<file path="src/temp_report_params.svh">
// Operation
// amplitude mode reports when temperature leaves deadband around last report
// deadband is whole degrees 1 to 50, reset value 1
// integrated mode reports when deviation integral exceeds deadband times 1 s
// periodic reports fire at each period expiry beside change reports
// report period is 0 to 3600 seconds, reset value 0
// a zero period never produces time-triggered reports
// measured temperature is presented in degrees Celsius for display
// cold alarm is 1 while temperature is below cold threshold
// hot alarm is 1 while temperature is above hot threshold
// range violation is 1 while below floor or above ceiling
// no binary control inputs; only three status flags as binary outputs (the code also drives 1-bit report_out and irq_out)
// report mode off, amplitude or integrated; off suppresses every report
// each channel uses its own instance with no shared state
// any report latches reference value and clears the accumulator
`ifndef TEMP_REPORT_PARAMS_SVH
`define TEMP_REPORT_PARAMS_SVH
`define CLK_FREQ_HZ        40000000
`define TICK_PERIOD_S      1
`define TICK_CYCLES        (`CLK_FREQ_HZ * `TICK_PERIOD_S)
`define DEADBAND_MIN       8'h01
`define DEADBAND_MAX       8'h32
`define DEADBAND_RST       8'h01
`define PERIOD_MAX         12'he10
`define PERIOD_RST         12'h000
`define FLOOR_RST          8'h32
`define CEILING_RST        8'h96
`define COLD_RST           8'h32
`define HOT_RST            8'h64
`define TEMP_MIN           8'hce
`define TEMP_MAX           8'h96
`endif

</file>
<file path="src/temp_report_pkg.sv">
package temp_report_pkg;
    typedef enum logic [1:0] {
        MODE_OFF,
        MODE_AMPLITUDE,
        MODE_INTEGRATED
    } report_mode_t;
    typedef logic signed [7:0] temp_t;
endpackage

</file>
<file path="src/seconds_ticker.sv">
`timescale 1ns/1ps
`include "temp_report_params.svh"
module seconds_ticker
#(
    parameter int CYCLES = `TICK_CYCLES
)
(
    input  wire logic core_clk_in,
    input  wire logic reset_in,
    input  wire logic clk_en_in,
    output logic      tick_out
);
    logic [31:0] count_ff;
    wire         wrap = (count_ff == 32'(CYCLES - 1));
    always_ff @(posedge core_clk_in)
    begin
        if (reset_in)
        begin
            count_ff <= 32'h0;
            tick_out <= 1'b0;
        end
        else if (clk_en_in)
        begin
            count_ff <= wrap ? 32'h0 : count_ff + 32'h1;
            tick_out <= wrap;
        end
    end
endmodule // seconds_ticker

</file>
<file path="src/period_timer.sv">
`timescale 1ns/1ps
`include "temp_report_params.svh"
module period_timer
(
    input  wire logic        core_clk_in,
    input  wire logic        reset_in,
    input  wire logic        clk_en_in,
    input  wire logic        tick_in,
    input  wire logic [11:0] period_in,
    output logic             expire_out
);
    logic [11:0] secs_ff;
    wire         enabled = (period_in != 12'h000);
    wire         reached = enabled && tick_in && (secs_ff + 12'h1 >= period_in);
    always_ff @(posedge core_clk_in)
    begin
        if (reset_in)
        begin
            secs_ff    <= 12'h000;
            expire_out <= 1'b0;
        end
        else if (clk_en_in)
        begin
            expire_out <= reached;
            if (!enabled || reached)
                secs_ff <= 12'h000;
            else if (tick_in)
                secs_ff <= secs_ff + 12'h1;
        end
    end
endmodule // period_timer

</file>
<file path="src/temperature_channel_block.sv">
// Implementation choices: the strobed register port and the placing of the registers.
`timescale 1ns/1ps
`include "temp_report_params.svh"
module temperature_channel_block
    import temp_report_pkg::*;
#(
    parameter int TICK_CYCLES = `TICK_CYCLES
)
(
    input  wire logic        core_clk_in,
    input  wire logic        reset_in,
    input  wire logic        clk_en_in,
    input  wire logic [7:0]  temp_in,
    input  wire logic        temp_valid_in,
    input  wire logic [7:0]  addr_in,
    input  wire logic [15:0] wdata_in,
    input  wire logic        wr_in,
    input  wire logic        rd_in,
    output logic      [15:0] rdata_out,
    output logic             cold_alarm_flag_out,
    output logic             hot_alarm_flag_out,
    output logic             range_violation_flag_out,
    output logic             report_out,
    output logic      [7:0]  report_value_out,
    output logic      [7:0]  display_temp_out,
    output logic             irq_out
);
    // ---------------------------------------------------------------
    // register map
    // ---------------------------------------------------------------
    localparam logic [7:0] A_MODE     = 8'h00;
    localparam logic [7:0] A_DEADBAND = 8'h04;
    localparam logic [7:0] A_PERIOD   = 8'h08;
    localparam logic [7:0] A_COLD     = 8'h0c;
    localparam logic [7:0] A_HOT      = 8'h10;
    localparam logic [7:0] A_FLOOR    = 8'h14;
    localparam logic [7:0] A_CEILING  = 8'h18;
    localparam logic [7:0] A_TEMP     = 8'h1c;
    localparam logic [7:0] A_REFVAL   = 8'h20;
    localparam logic [7:0] A_STATUS   = 8'h24;
    localparam logic [7:0] A_MASK     = 8'h28;
    localparam logic [7:0] A_IRQ_STAT = 8'h2c;
    localparam logic [7:0] A_IRQ_MASK = 8'h30;

    function automatic logic signed [31:0] sx(input logic [7:0] v);
        // codes from the TEMP_MIN code upward are the negative degrees
        sx = (v >= `TEMP_MIN) ? $signed({24'hffffff, v}) :
                                $signed({24'h000000, v});
    endfunction

    function automatic logic [7:0] clamp8(input logic [7:0] v,
                                          input logic [7:0] lo,
                                          input logic [7:0] hi);
        if (v < lo)
            clamp8 = lo;
        else if (v > hi)
            clamp8 = hi;
        else
            clamp8 = v;
    endfunction

    function automatic logic [7:0] clamp_temp(input logic [15:0] v);
        logic signed [15:0] s;
        s = signed'(v);
        if (s < 16'(signed'(`TEMP_MIN)))
            clamp_temp = `TEMP_MIN;
        else if (s > signed'(16'(`TEMP_MAX)))
            clamp_temp = `TEMP_MAX;
        else
            clamp_temp = v[7:0];
    endfunction

    // ---------------------------------------------------------------
    // settings
    // ---------------------------------------------------------------
    report_mode_t report_mode_select_ff;
    logic [7:0]   deadband_setting_ff;
    logic [11:0]  report_period_setting_ff;
    logic [7:0]   cold_threshold_ff;
    logic [7:0]   hot_threshold_ff;
    logic [7:0]   range_floor_ff;
    logic [7:0]   range_ceiling_ff;
    logic [2:0]   irq_stat_ff;
    logic [2:0]   irq_mask_ff;
    logic         rpt_irq_ff;
    logic         rpt_mask_ff;
    logic [7:0]   temp_ff;
    logic [7:0]   ref_ff;
    logic signed [31:0] accum_ff;

    wire wr_mode     = wr_in && (addr_in == A_MODE);
    wire wr_deadband = wr_in && (addr_in == A_DEADBAND);
    wire wr_period   = wr_in && (addr_in == A_PERIOD);
    wire wr_cold     = wr_in && (addr_in == A_COLD);
    wire wr_hot      = wr_in && (addr_in == A_HOT);
    wire wr_floor    = wr_in && (addr_in == A_FLOOR);
    wire wr_ceiling  = wr_in && (addr_in == A_CEILING);
    wire wr_istat    = wr_in && (addr_in == A_IRQ_STAT);
    wire wr_imask    = wr_in && (addr_in == A_IRQ_MASK);

    wire [7:0] nxt_deadband =
        clamp8(wdata_in[7:0], `DEADBAND_MIN, `DEADBAND_MAX);
    wire [11:0] nxt_period = (wdata_in > 16'(`PERIOD_MAX)) ?
        `PERIOD_MAX : wdata_in[11:0];
    wire report_mode_t nxt_mode = (wdata_in[1:0] == 2'h3) ?
        MODE_OFF : report_mode_t'(wdata_in[1:0]);

    always_ff @(posedge core_clk_in)
    begin
        if (reset_in)
        begin
            report_mode_select_ff    <= MODE_OFF;
            deadband_setting_ff      <= `DEADBAND_RST;
            report_period_setting_ff <= `PERIOD_RST;
            cold_threshold_ff        <= `COLD_RST;
            hot_threshold_ff         <= `HOT_RST;
            range_floor_ff           <= `FLOOR_RST;
            range_ceiling_ff         <= `CEILING_RST;
            irq_mask_ff              <= 3'h0;
            rpt_mask_ff              <= 1'b0;
        end
        else if (clk_en_in)
        begin
            if (wr_mode)
                report_mode_select_ff <= nxt_mode;
            if (wr_deadband)
                deadband_setting_ff <= nxt_deadband;
            if (wr_period)
                report_period_setting_ff <= nxt_period;
            if (wr_cold)
                cold_threshold_ff <= clamp_temp(wdata_in);
            if (wr_hot)
                hot_threshold_ff <= clamp_temp(wdata_in);
            if (wr_floor)
                range_floor_ff <= clamp_temp(wdata_in);
            if (wr_ceiling)
                range_ceiling_ff <= clamp_temp(wdata_in);
            if (wr_imask)
            begin
                irq_mask_ff <= wdata_in[2:0];
                rpt_mask_ff <= wdata_in[3];
            end
        end
    end

    // ---------------------------------------------------------------
    // measurement and flags
    // ---------------------------------------------------------------
    wire signed [31:0] t_now = sx(temp_ff);
    wire cold_now  = t_now < sx(cold_threshold_ff);
    wire hot_now   = t_now > sx(hot_threshold_ff);
    wire range_now = (t_now < sx(range_floor_ff)) ||
                     (t_now > sx(range_ceiling_ff));

    always_ff @(posedge core_clk_in)
    begin
        if (reset_in)
            temp_ff <= 8'h00;
        else if (clk_en_in && temp_valid_in)
            temp_ff <= temp_in;
    end

    // ---------------------------------------------------------------
    // report triggers
    // ---------------------------------------------------------------
    logic tick;
    logic period_expire;

    seconds_ticker #(.CYCLES(TICK_CYCLES)) u_ticker
    (
        .core_clk_in (core_clk_in),
        .reset_in    (reset_in),
        .clk_en_in   (clk_en_in),
        .tick_out    (tick)
    );

    period_timer u_period
    (
        .core_clk_in (core_clk_in),
        .reset_in    (reset_in),
        .clk_en_in   (clk_en_in),
        .tick_in     (tick),
        .period_in   (report_period_setting_ff),
        .expire_out  (period_expire)
    );

    wire signed [31:0] dev  = t_now - sx(ref_ff);
    wire signed [31:0] db   = 32'(deadband_setting_ff);
    wire signed [31:0] lim  = db * 32'(TICK_CYCLES);
    wire amp_trig = (report_mode_select_ff == MODE_AMPLITUDE) &&
                    ((dev > db) || (dev < -db));
    wire signed [31:0] acc_next = accum_ff + dev;
    wire int_trig = (report_mode_select_ff == MODE_INTEGRATED) &&
                    ((acc_next > lim) || (acc_next < -lim));
    wire fire = (report_mode_select_ff != MODE_OFF) &&
                (amp_trig || int_trig || period_expire);

    always_ff @(posedge core_clk_in)
    begin
        if (reset_in)
        begin
            ref_ff           <= 8'h00;
            accum_ff         <= 32'sh0;
            report_out       <= 1'b0;
            report_value_out <= 8'h00;
        end
        else if (clk_en_in)
        begin
            report_out <= fire;
            if (fire)
            begin
                ref_ff           <= temp_ff;
                accum_ff         <= 32'sh0;
                report_value_out <= temp_ff;
            end
            else if (report_mode_select_ff == MODE_INTEGRATED)
                accum_ff <= acc_next;
            else
                accum_ff <= 32'sh0;
        end
    end

    // ---------------------------------------------------------------
    // outputs, interrupts and readback
    // ---------------------------------------------------------------
    wire [2:0] ev = {range_now, hot_now, cold_now};
    wire [2:0] flags = {range_violation_flag_out, hot_alarm_flag_out,
                        cold_alarm_flag_out};
    wire [2:0] rise = ev & ~flags;
    wire [2:0] clr3 = wr_istat ? wdata_in[2:0] : 3'h0;
    wire       clr_r = wr_istat && wdata_in[3];

    wire [15:0] rd_mux =
        (addr_in == A_MODE)     ? {14'h0, report_mode_select_ff} :
        (addr_in == A_DEADBAND) ? {8'h0, deadband_setting_ff} :
        (addr_in == A_PERIOD)   ? {4'h0, report_period_setting_ff} :
        (addr_in == A_COLD)     ? {8'h0, cold_threshold_ff} :
        (addr_in == A_HOT)      ? {8'h0, hot_threshold_ff} :
        (addr_in == A_FLOOR)    ? {8'h0, range_floor_ff} :
        (addr_in == A_CEILING)  ? {8'h0, range_ceiling_ff} :
        (addr_in == A_TEMP)     ? {8'h0, temp_ff} :
        (addr_in == A_REFVAL)   ? {8'h0, ref_ff} :
        (addr_in == A_STATUS)   ? {13'h0, flags} :
        (addr_in == A_MASK)     ? {13'h0, irq_mask_ff} :
        (addr_in == A_IRQ_STAT) ? {12'h0, rpt_irq_ff, irq_stat_ff} :
        (addr_in == A_IRQ_MASK) ? {12'h0, rpt_mask_ff, irq_mask_ff} :
                                  16'h0000;

    always_ff @(posedge core_clk_in)
    begin
        if (reset_in)
        begin
            cold_alarm_flag_out      <= 1'b0;
            hot_alarm_flag_out       <= 1'b0;
            range_violation_flag_out <= 1'b0;
            display_temp_out         <= 8'h00;
            irq_stat_ff              <= 3'h0;
            rpt_irq_ff               <= 1'b0;
            irq_out                  <= 1'b0;
            rdata_out                <= 16'h0000;
        end
        else if (clk_en_in)
        begin
            cold_alarm_flag_out      <= cold_now;
            hot_alarm_flag_out       <= hot_now;
            range_violation_flag_out <= range_now;
            display_temp_out         <= temp_ff;
            irq_stat_ff              <= (irq_stat_ff & ~clr3) | rise;
            rpt_irq_ff               <= (rpt_irq_ff & ~clr_r) | fire;
            irq_out <= |(irq_stat_ff & irq_mask_ff) | (rpt_irq_ff & rpt_mask_ff);
            rdata_out <= rd_in ? rd_mux : 16'h0000;
        end
    end

    // ---------------------------------------------------------------
    // assertions
    // ---------------------------------------------------------------
    property p_cold;
        @(posedge core_clk_in) disable iff (reset_in)
        clk_en_in |=> (cold_alarm_flag_out == $past(cold_now));
    endproperty
    a_cold: assert property (p_cold) else $error("cold flag wrong");

    property p_hot;
        @(posedge core_clk_in) disable iff (reset_in)
        clk_en_in && (t_now > sx(hot_threshold_ff)) |=> hot_alarm_flag_out;
    endproperty
    a_hot: assert property (p_hot) else $error("hot flag wrong");

    property p_range;
        @(posedge core_clk_in) disable iff (reset_in)
        clk_en_in && (t_now >= sx(range_floor_ff)) &&
        (t_now <= sx(range_ceiling_ff)) |=> !range_violation_flag_out;
    endproperty
    a_range: assert property (p_range) else $error("range flag wrong");

    property p_off;
        @(posedge core_clk_in) disable iff (reset_in)
        clk_en_in && (report_mode_select_ff == MODE_OFF) |=> !report_out;
    endproperty
    a_off: assert property (p_off) else $error("report while off");

    property p_amp;
        @(posedge core_clk_in) disable iff (reset_in)
        clk_en_in && (report_mode_select_ff == MODE_AMPLITUDE) &&
        (dev > db) |=> report_out && (report_value_out == $past(temp_ff));
    endproperty
    a_amp: assert property (p_amp) else $error("amplitude miss");

    property p_int;
        @(posedge core_clk_in) disable iff (reset_in)
        clk_en_in && (report_mode_select_ff == MODE_INTEGRATED) &&
        ((acc_next > lim) || (acc_next < -lim)) |=> report_out;
    endproperty
    a_int: assert property (p_int) else $error("integrated miss");

    property p_latch;
        @(posedge core_clk_in) disable iff (reset_in)
        clk_en_in && fire |=> (ref_ff == $past(temp_ff)) && (accum_ff == 0);
    endproperty
    a_latch: assert property (p_latch) else $error("no reference latch");

    property p_db;
        @(posedge core_clk_in) disable iff (reset_in)
        (deadband_setting_ff >= `DEADBAND_MIN) &&
        (deadband_setting_ff <= `DEADBAND_MAX);
    endproperty
    a_db: assert property (p_db) else $error("deadband out of range");

    property p_per_max;
        @(posedge core_clk_in) disable iff (reset_in)
        report_period_setting_ff <= `PERIOD_MAX;
    endproperty
    a_per_max: assert property (p_per_max) else $error("period too large");

    // expiry flop reflects the period of the previous running cycle
    property p_per;
        @(posedge core_clk_in) disable iff (reset_in)
        ($past(clk_en_in) && ($past(report_period_setting_ff) == 12'h000))
        -> !period_expire;
    endproperty
    a_per: assert property (p_per) else $error("period fault");

    c_amp: cover property (@(posedge core_clk_in) amp_trig ##1 report_out);
    c_int: cover property (@(posedge core_clk_in) int_trig ##1 report_out);
    c_per: cover property (@(posedge core_clk_in) period_expire && fire);
    c_irq: cover property (@(posedge core_clk_in) irq_out);
endmodule // temperature_channel_block

</file>
<file path="config.mk">
export PLATFORM = sky130hd
export DESIGN_NAME = temperature_channel_block
export DESIGN_NICKNAME = d
export VERILOG_FILES = /design/src/temp_report_pkg.sv /design/src/seconds_ticker.sv /design/src/period_timer.sv /design/src/temperature_channel_block.sv
export VERILOG_INCLUDE_DIRS = /design/src
export SDC_FILE = /design/constraint.sdc
export NUM_CORES = 1
export LEC_CHECK = 0
export BUFFER_PORTS_ARGS = -buffer_cell sky130_fd_sc_hd__buf_2
export CAP_MARGIN = 40
export CORE_UTILIZATION = 55
export CTS_CLUSTER_SIZE = 25
export DETAILED_ROUTE_END_ITERATION = 7
export PLACE_DENSITY = 0.77
export SYNTH_ARGS = -nofsm -noshare
export SYNTH_HDL_FRONTEND = slang
export SYNTH_HIERARCHICAL = 1
export SYNTH_SLANG_ARGS = --single-unit
</file>
<file path="constraint.sdc">
create_clock -name core_clk_in -period 9.22 [get_ports core_clk_in]
set_input_delay 0.922 -clock core_clk_in [delete_from_list [all_inputs] [get_ports core_clk_in]]
set_output_delay 0.922 -clock core_clk_in [all_outputs]
set_load 0.02 [all_outputs]
</file>
After elaboration in Yosys (flattened, before gate mapping)
Cells that the tools add are included.
W data, S select, Z words.
{"block": "op_classes", "n_bitwise": 11, "magnitude_cmp": 20, "mul": 1, "add_sub_neg": 6, "mux": 32, "n_reduce_logical": 38, "n_eq_ne": 16}
{"operator": "$mux W32", "n": 9}
{"operator": "$lt A32 B32 Y1", "n": 4}
{"operator": "$gt A32 B32 Y1", "n": 3}
{"operator": "$mux W12", "n": 7}
{"operator": "$mux W8", "n": 10}
{"operator": "$ge A8 B8 Y1 const B", "n": 6}
{"operator": "$eq A8 B6 Y1 const B", "n": 5}
{"operator": "$add A32 B1 Y32 const B", "n": 1}
{"operator": "$add A32 B32 Y32", "n": 1}
{"operator": "$eq A32 B26 Y1 const B", "n": 1}
{"operator": "$eq A8 B5 Y1 const B", "n": 4}
{"operator": "$gt A32 B9 Y1", "n": 1}
{"operator": "$neg A32 Y32", "n": 1}
{"operator": "$neg A8 Y32", "n": 1}
{"operator": "$sub A32 B32 Y32", "n": 1}
{"operator": "$mul A8 B17 Y23 const B", "n": 1}
{"operator": "$reduce_and A2 Y1", "n": 10}
{"operator": "$eq A8 B4 Y1 const B", "n": 2}
{"operator": "$gt A16 B12 Y1 const B", "n": 1}
{"operator": "$gt A16 B9 Y1 const B", "n": 1}
{"operator": "$logic_and A1 B1 Y1", "n": 16}
{"operator": "$lt A16 B7 Y1 const B", "n": 1}
{"operator": "$mux W4", "n": 4}
{"operator": "$add A12 B1 Y12 const B", "n": 1}
{"operator": "20 further kinds", "n": 32}
{"block": "totals", "word_cells": 149, "out_inout_bits": 37, "register_bits": 185, "inputBits": 38}

Depth between registers and ports, before layout
{"block": "depth", "word_depth": 15, "mapped_depth": 39, "depth_no_buf": 37}

By module
The synthesis kept the hierarchy.
{"mod": "temperature_channel_block", "cells_each": 1709, "area_each_um2": 13919.6, "instances": 1}
{"mod": "seconds_ticker", "cells_each": 176, "area_each_um2": 1550.2, "instances": 1}
{"mod": "period_timer", "cells_each": 131, "area_each_um2": 1079.8, "instances": 1}

Worst setup path before layout
Ideal clock, no wire load.
{"block": "synth_path", "path_kind": "reg-to-reg", "start": "register ref_ff[0]", "end": "register accum_ff[14]", "t_required_ns": 9.161, "arrival_ns": 7.225, "path_stages_with_launch": 36, "slack_ns": 1.936, "n_path_buf": 2, "setup_ns": 0.059, "path_cell_list": "dfxtp_1 -> ha_1 -> inv_1 -> fa_1 -> a211oi_1 -> nor2_1 -> o21a_1 -> o21a_1 -> o21ai_0 -> nand2b_1 -> a21o_1 -> fa_1 -> ha_1 -> nand2_1 -> a2111oi_2 -> a21oi_1 -> o21ai_0 -> nand3_1 -> nand2_1 -> a21o_1 -> a21oi_1 -> xnor2_1 -> ha_1 -> nand4_1 -> nor3_1 -> nand3_1 -> or4_1 -> nor4_1 -> a41o_1 -> a31oi_1 -> maj3_2 -> a211oi_4 -> and4_1 -> buf_4 -> buf_6 -> a22o_1"}
{"block": "synth_via", "elab_chain_len": 11}
{"element": "start: declaration", "line": "temperature_channel_block.sv:88", "text": "logic [7:0] ref_ff;"}
{"element": "start signal: assignment", "line": "temperature_channel_block.sv:212", "text": "ref_ff <= temp_ff;"}
{"element": "$ge A8 B8 Y1 (no source line)"}
{"element": "$mux W32 (*)", "line": "temperature_channel_block.sv:47", "text": "sx = (v >= `TEMP_MIN) ? $signed({24'hffffff, v}) :"}
{"element": "$sub A32 B32 Y32 (*)", "line": "temperature_channel_block.sv:187", "text": "wire signed [31:0] dev = t_now - sx(ref_ff);"}
{"element": "$add A32 B32 Y32", "line": "temperature_channel_block.sv:192", "text": "wire signed [31:0] acc_next = accum_ff + dev;"}
{"element": "$gt A32 B32 Y1 / $lt A32 B32 Y1 (equally long branches)", "line": "temperature_channel_block.sv:194", "text": "((acc_next > lim) || (acc_next < -lim));"}
{"element": "$logic_or A1 B1 Y1", "line": "temperature_channel_block.sv:194"}
{"element": "$logic_and A1 B1 Y1", "line": "temperature_channel_block.sv:193", "text": "wire int_trig = (report_mode_select_ff == MODE_INTEGRATED) &&"}
{"element": "$logic_or A1 B1 Y1 (2 in a row)", "line": "temperature_channel_block.sv:196", "text": "(amp_trig || int_trig || period_expire);"}
{"element": "$logic_and A1 B1 Y1", "line": "temperature_channel_block.sv:195", "text": "wire fire = (report_mode_select_ff != MODE_OFF) &&"}
{"element": "$mux W32 (*)", "line": "temperature_channel_block.sv:210", "text": "if (fire)"}
{"element": "end signal: assignment", "line": "temperature_channel_block.sv:217", "text": "accum_ff <= acc_next;"}
{"element": "end: declaration", "line": "temperature_channel_block.sv:89", "text": "logic signed [31:0] accum_ff;"}
Every way passes the cells marked *; elsewhere a longest branch is shown, timed or not.
A chain may end at the register's enable or synchronous reset.

Worst setup path after layout
{"block": "layout_path", "start": "register temp_ff[0]", "end": "register accum_ff[10]"}
{"block": "layout_via", "elab_chain_len": 11}
{"element": "start: declaration", "line": "temperature_channel_block.sv:87", "text": "logic [7:0] temp_ff;"}
{"element": "start signal: assignment", "line": "temperature_channel_block.sv:160", "text": "temp_ff <= temp_in;"}
{"element": "$ge A8 B8 Y1 (no source line)"}
{"element": "$mux W32 (*)", "line": "temperature_channel_block.sv:47"}
{"element": "$sub A32 B32 Y32 (*)", "line": "temperature_channel_block.sv:187"}
{"element": "$add A32 B32 Y32", "line": "temperature_channel_block.sv:192"}
{"element": "$gt A32 B32 Y1 / $lt A32 B32 Y1 (equally long branches)", "line": "temperature_channel_block.sv:194"}
{"element": "$logic_or A1 B1 Y1", "line": "temperature_channel_block.sv:194"}
{"element": "$logic_and A1 B1 Y1", "line": "temperature_channel_block.sv:193"}
{"element": "$logic_or A1 B1 Y1 (2 in a row)", "line": "temperature_channel_block.sv:196"}
{"element": "$logic_and A1 B1 Y1", "line": "temperature_channel_block.sv:195"}
{"element": "$mux W32 (*)", "line": "temperature_channel_block.sv:210"}
Marks and branches as above.

==> run_results.csv <==
group,metric,value,unit
synthesis,yosys_warnings,6,
clock_tree,postCtsHoldBufs,0,
clock_tree,clockRootBuffer,"clkbuf_16",
clock_tree,clk_latency,0.45,ns
synthesis,ys.flop_type,"dfxtp_1",
synthesis,ys_types,109,
final_layout,syn_to_final_growth,7.67,%
synthesis,ys_ff_latch,181,
floorplan,die_w,175,um
sta,period_share,93.1,%
sta,fmax,116,MHz
floorplan,die-area,0.0308,mm2
synthesis,netlist_area,0.0165,mm2
sta,slew_violations,0,
run_status,status,"finished clean",
critical_path,arrival,8.98,ns
clock_tree,htreeDepth,4,
floorplan,start_util,55.8,%
power,p_leak,7.84,nW
sta,rsz0062_at_grt,"no",
sta,worst_slack,0.633,ns
final_layout,fin_nets,2358,
run,cap_violations,0,
placement,place_congestion,1.03,
floorplan,dieHeight,175,um
hold_path,hp-class,"flop to flop",
routing,drt_first_pass_iters,7,
clock_tree,cts_tree,"yes",
routing,via_per_inst,6.24,
sta,skew,0.00979,ns
routing,vias,15300,
synthesis,synth_area_leader_cell,"dfxtp_1",
placement,port_buffers,70,
global_route,grt_overflow,0,
synthesis,synthTopCellsByArea,"dfxtp_1 (22%), ha_1 (18%), nor2_1 (4.3%), a21oi_1 (4.1%), fa_1 (3.6%)",
critical_path,cpMaxStageDelayCell,"fa_1",
routing,drc,0,
critical_path,crit_type,"flop to flop",
critical_path,endpoint_kind,"flop",
synthesis,async_reset_ff_share,0,%
clock_tree,numCtsBuffers,17,
routing,drt_wl_total,47800,um
power,powerDensity,113,mW/mm2
synthesis,synth_top_area_share,21.9,%
sta,finalHoldViolations,0,
global_route,grt_pass1_wl,76600,um
critical_path,crit_required,9.62,ns
sta,tightest_slew,0.983,ns
final_layout,drive_gt1_share,8.61,%
floorplan,ios,75,
clock_tree,cts_resized,0,
sta,fin_tns_setup,0,ns
global_route,grt_pass1_vias,14400,
synthesis,synth_cells,2016,
routing,routedWlPerCell,19.5,um
floorplan,core_area,0.0296,mm2
synthesis,synth-edff-count,0,
critical_path,start_kind,"flop",
clock_tree,cts.sinks,181,
synthesis,synth_seq_area_share,21.9,%
placement,place_ws,0.607,ns
synthesis,synth_area_per_cell,8.21,um2
final_layout,num_antenna_cells,0,
clock_tree,clock_path_buffers,2,
global_route,grt_usage,31.4,%
critical_path,rrSetupSlack,0.63,ns
sta,slew_headroom,33.9,%
sta,period_needed,8.59,ns
global_route,grt_antenna_before_repair,2,
clock_tree,postCtsSetupRepairBufs,0,
critical_path,slowest_delay,0.51,ns
power,irDropWorstVdd,0.127,mV
placement,dp_hpwl,37600,um
sta,setup_viol,0,
global_route,grt_max_degree,69,
clock_tree,clk_pin_slew_worst_paths,0.08,ns
critical_path,crit_fanout,32,
floorplan,rows,63,
routing,drtAntennaViolNets,0,
final_layout,fillers,2685,
routing,initialDrtViolationCount,1166,
[cell type report]
| class | count | area, um2 | area share (%) |
|---|---|---|---|
| multi-input cells | 1618 | 12100 | 67.7 |
| flip-flops and latches | 181 | 3620 | 20.3 |
| inverters | 157 | 589 | 3.31 |
| well taps | 390 | 488 | 2.74 |
| clock buffers | 17 | 425 | 2.39 |
| repair buffers | 79 | 420 | 2.36 |
| clock inverters | 15 | 211 | 1.19 |
[worst max-delay path, delay by kind of cell (launching register included)]
family | cells | cell delay, ns
DFF | 1 | 0.35
adders and majority gates | 6 | 2.18
and+or+nand+nor | 12 | 2.32
buffers and inverters | 4 | 0.82
xor gates and xnor gates | 1 | 0.13
AOI/OAI and AO/OA | 14 | 2.71
[registers in the layout (all words and copies together) (netlist names), 8 cells and up]
name	flops
accum_ff	32
u_ticker/count_ff	32
rdata_out	12
report_period_setting_ff	12
u_period/secs_ff	12
cold_threshold_ff	8
deadband_setting_ff	8
display_temp_out	8
hot_threshold_ff	8
range_ceiling_ff	8
range_floor_ff	8
ref_ff	8
temp_ff	8
[per-layer routing]
layer | global-route usage (%) | part of all wire (%) | up-vias
met3 | 3.85 | 4.8 | 85
met2 | 53.5 | 48 | 465
met1 | 40.4 | 44 | 7298
met4 | 12.0 | 3.6 | 4
met5 | 0 | 0.048 | -
li1 | - | - | 7479
[cell families (layout without fill, tap and decap cells)]
group / count (synthesis) / in the layout / synth area share, %
AOI/OAI and AO/OA: 535 / 535 / 22.8
buffers and inverters: 220 / 268 / 5.40
and+or+nand+nor: 699 / 699 / 21.9
adders and majority gates: 268 / 268 / 21.6
other: 1 / 4 / 0.0227
muxes: 21 / 21 / 1.29
DFF: 181 / 181 / 21.9
xor gates and xnor gates: 91 / 91 / 5.09
[per-stage QoR]
step                      util [%]  power [mW]  instance area (um2)  hold slack, ns  cells
final                         60.1        2.02                17800           0.451   2457
after global routing          60.1        2.10                17800           0.488   2457
after CTS                     60.1        2.02                17800           0.460   2457
after detailed placement      57.9        1.24                17200           0.441   2425
after global placement        57.9        1.23                17200           0.449   2425
after floorplan                  -        1.11                16600           0.444   2019
[path summary, 6_finish.rpt]
check | end | cells past startpoint | startpoint
worst max register to register | accum_ff[10] | 37 | temp_ff[0]
worst min-delay path | report_out | 2 | report_out
worst min register to register | report_out | 2 | report_out
worst max-delay path | accum_ff[10] | 37 | temp_ff[0]
[power by group]
group	total [mW]	internal (mW)	switching [mW]
clock	0.791	0.418	0.373
combinational	0.431	0.157	0.275
sequential	0.795	0.787	0.00824
total	2.02	1.36	0.656
[Yosys cell counts (27+ instances only)]
cell type / number
nand2_1: 140
a21o_1: 38
a22o_1: 38
xnor2_1: 47
nand3_1: 83
o21ai_0: 73
a211oi_1: 30
o21a_1: 27
fa_1: 30
ha_1: 236
nor2_1: 191
clkbuf_1: 45
dfxtp_1: 181
nand2b_1: 30
xor2_1: 38
nor3_1: 52
inv_1: 156
nor2b_1: 29
a21oi_1: 135
nand4_1: 33
[cell usage in the layout (no fill, tap or decap), types with 27 or more instances in the layout]
cell,n
inv_1,156
a22o_1,38
o21ai_0,71
ha_1,236
buf_2,69
nand2_1,140
dfxtp_1,180
a211oi_1,30
nand4_1,33
a21oi_1,135
nor3_1,52
fa_1,30
a21o_1,38
o21a_1,27
nand3_1,83
nor2b_1,29
xnor2_1,47
nor2_1,190
xor2_1,38
nand2b_1,30
(Power assumes the default switching activity.)
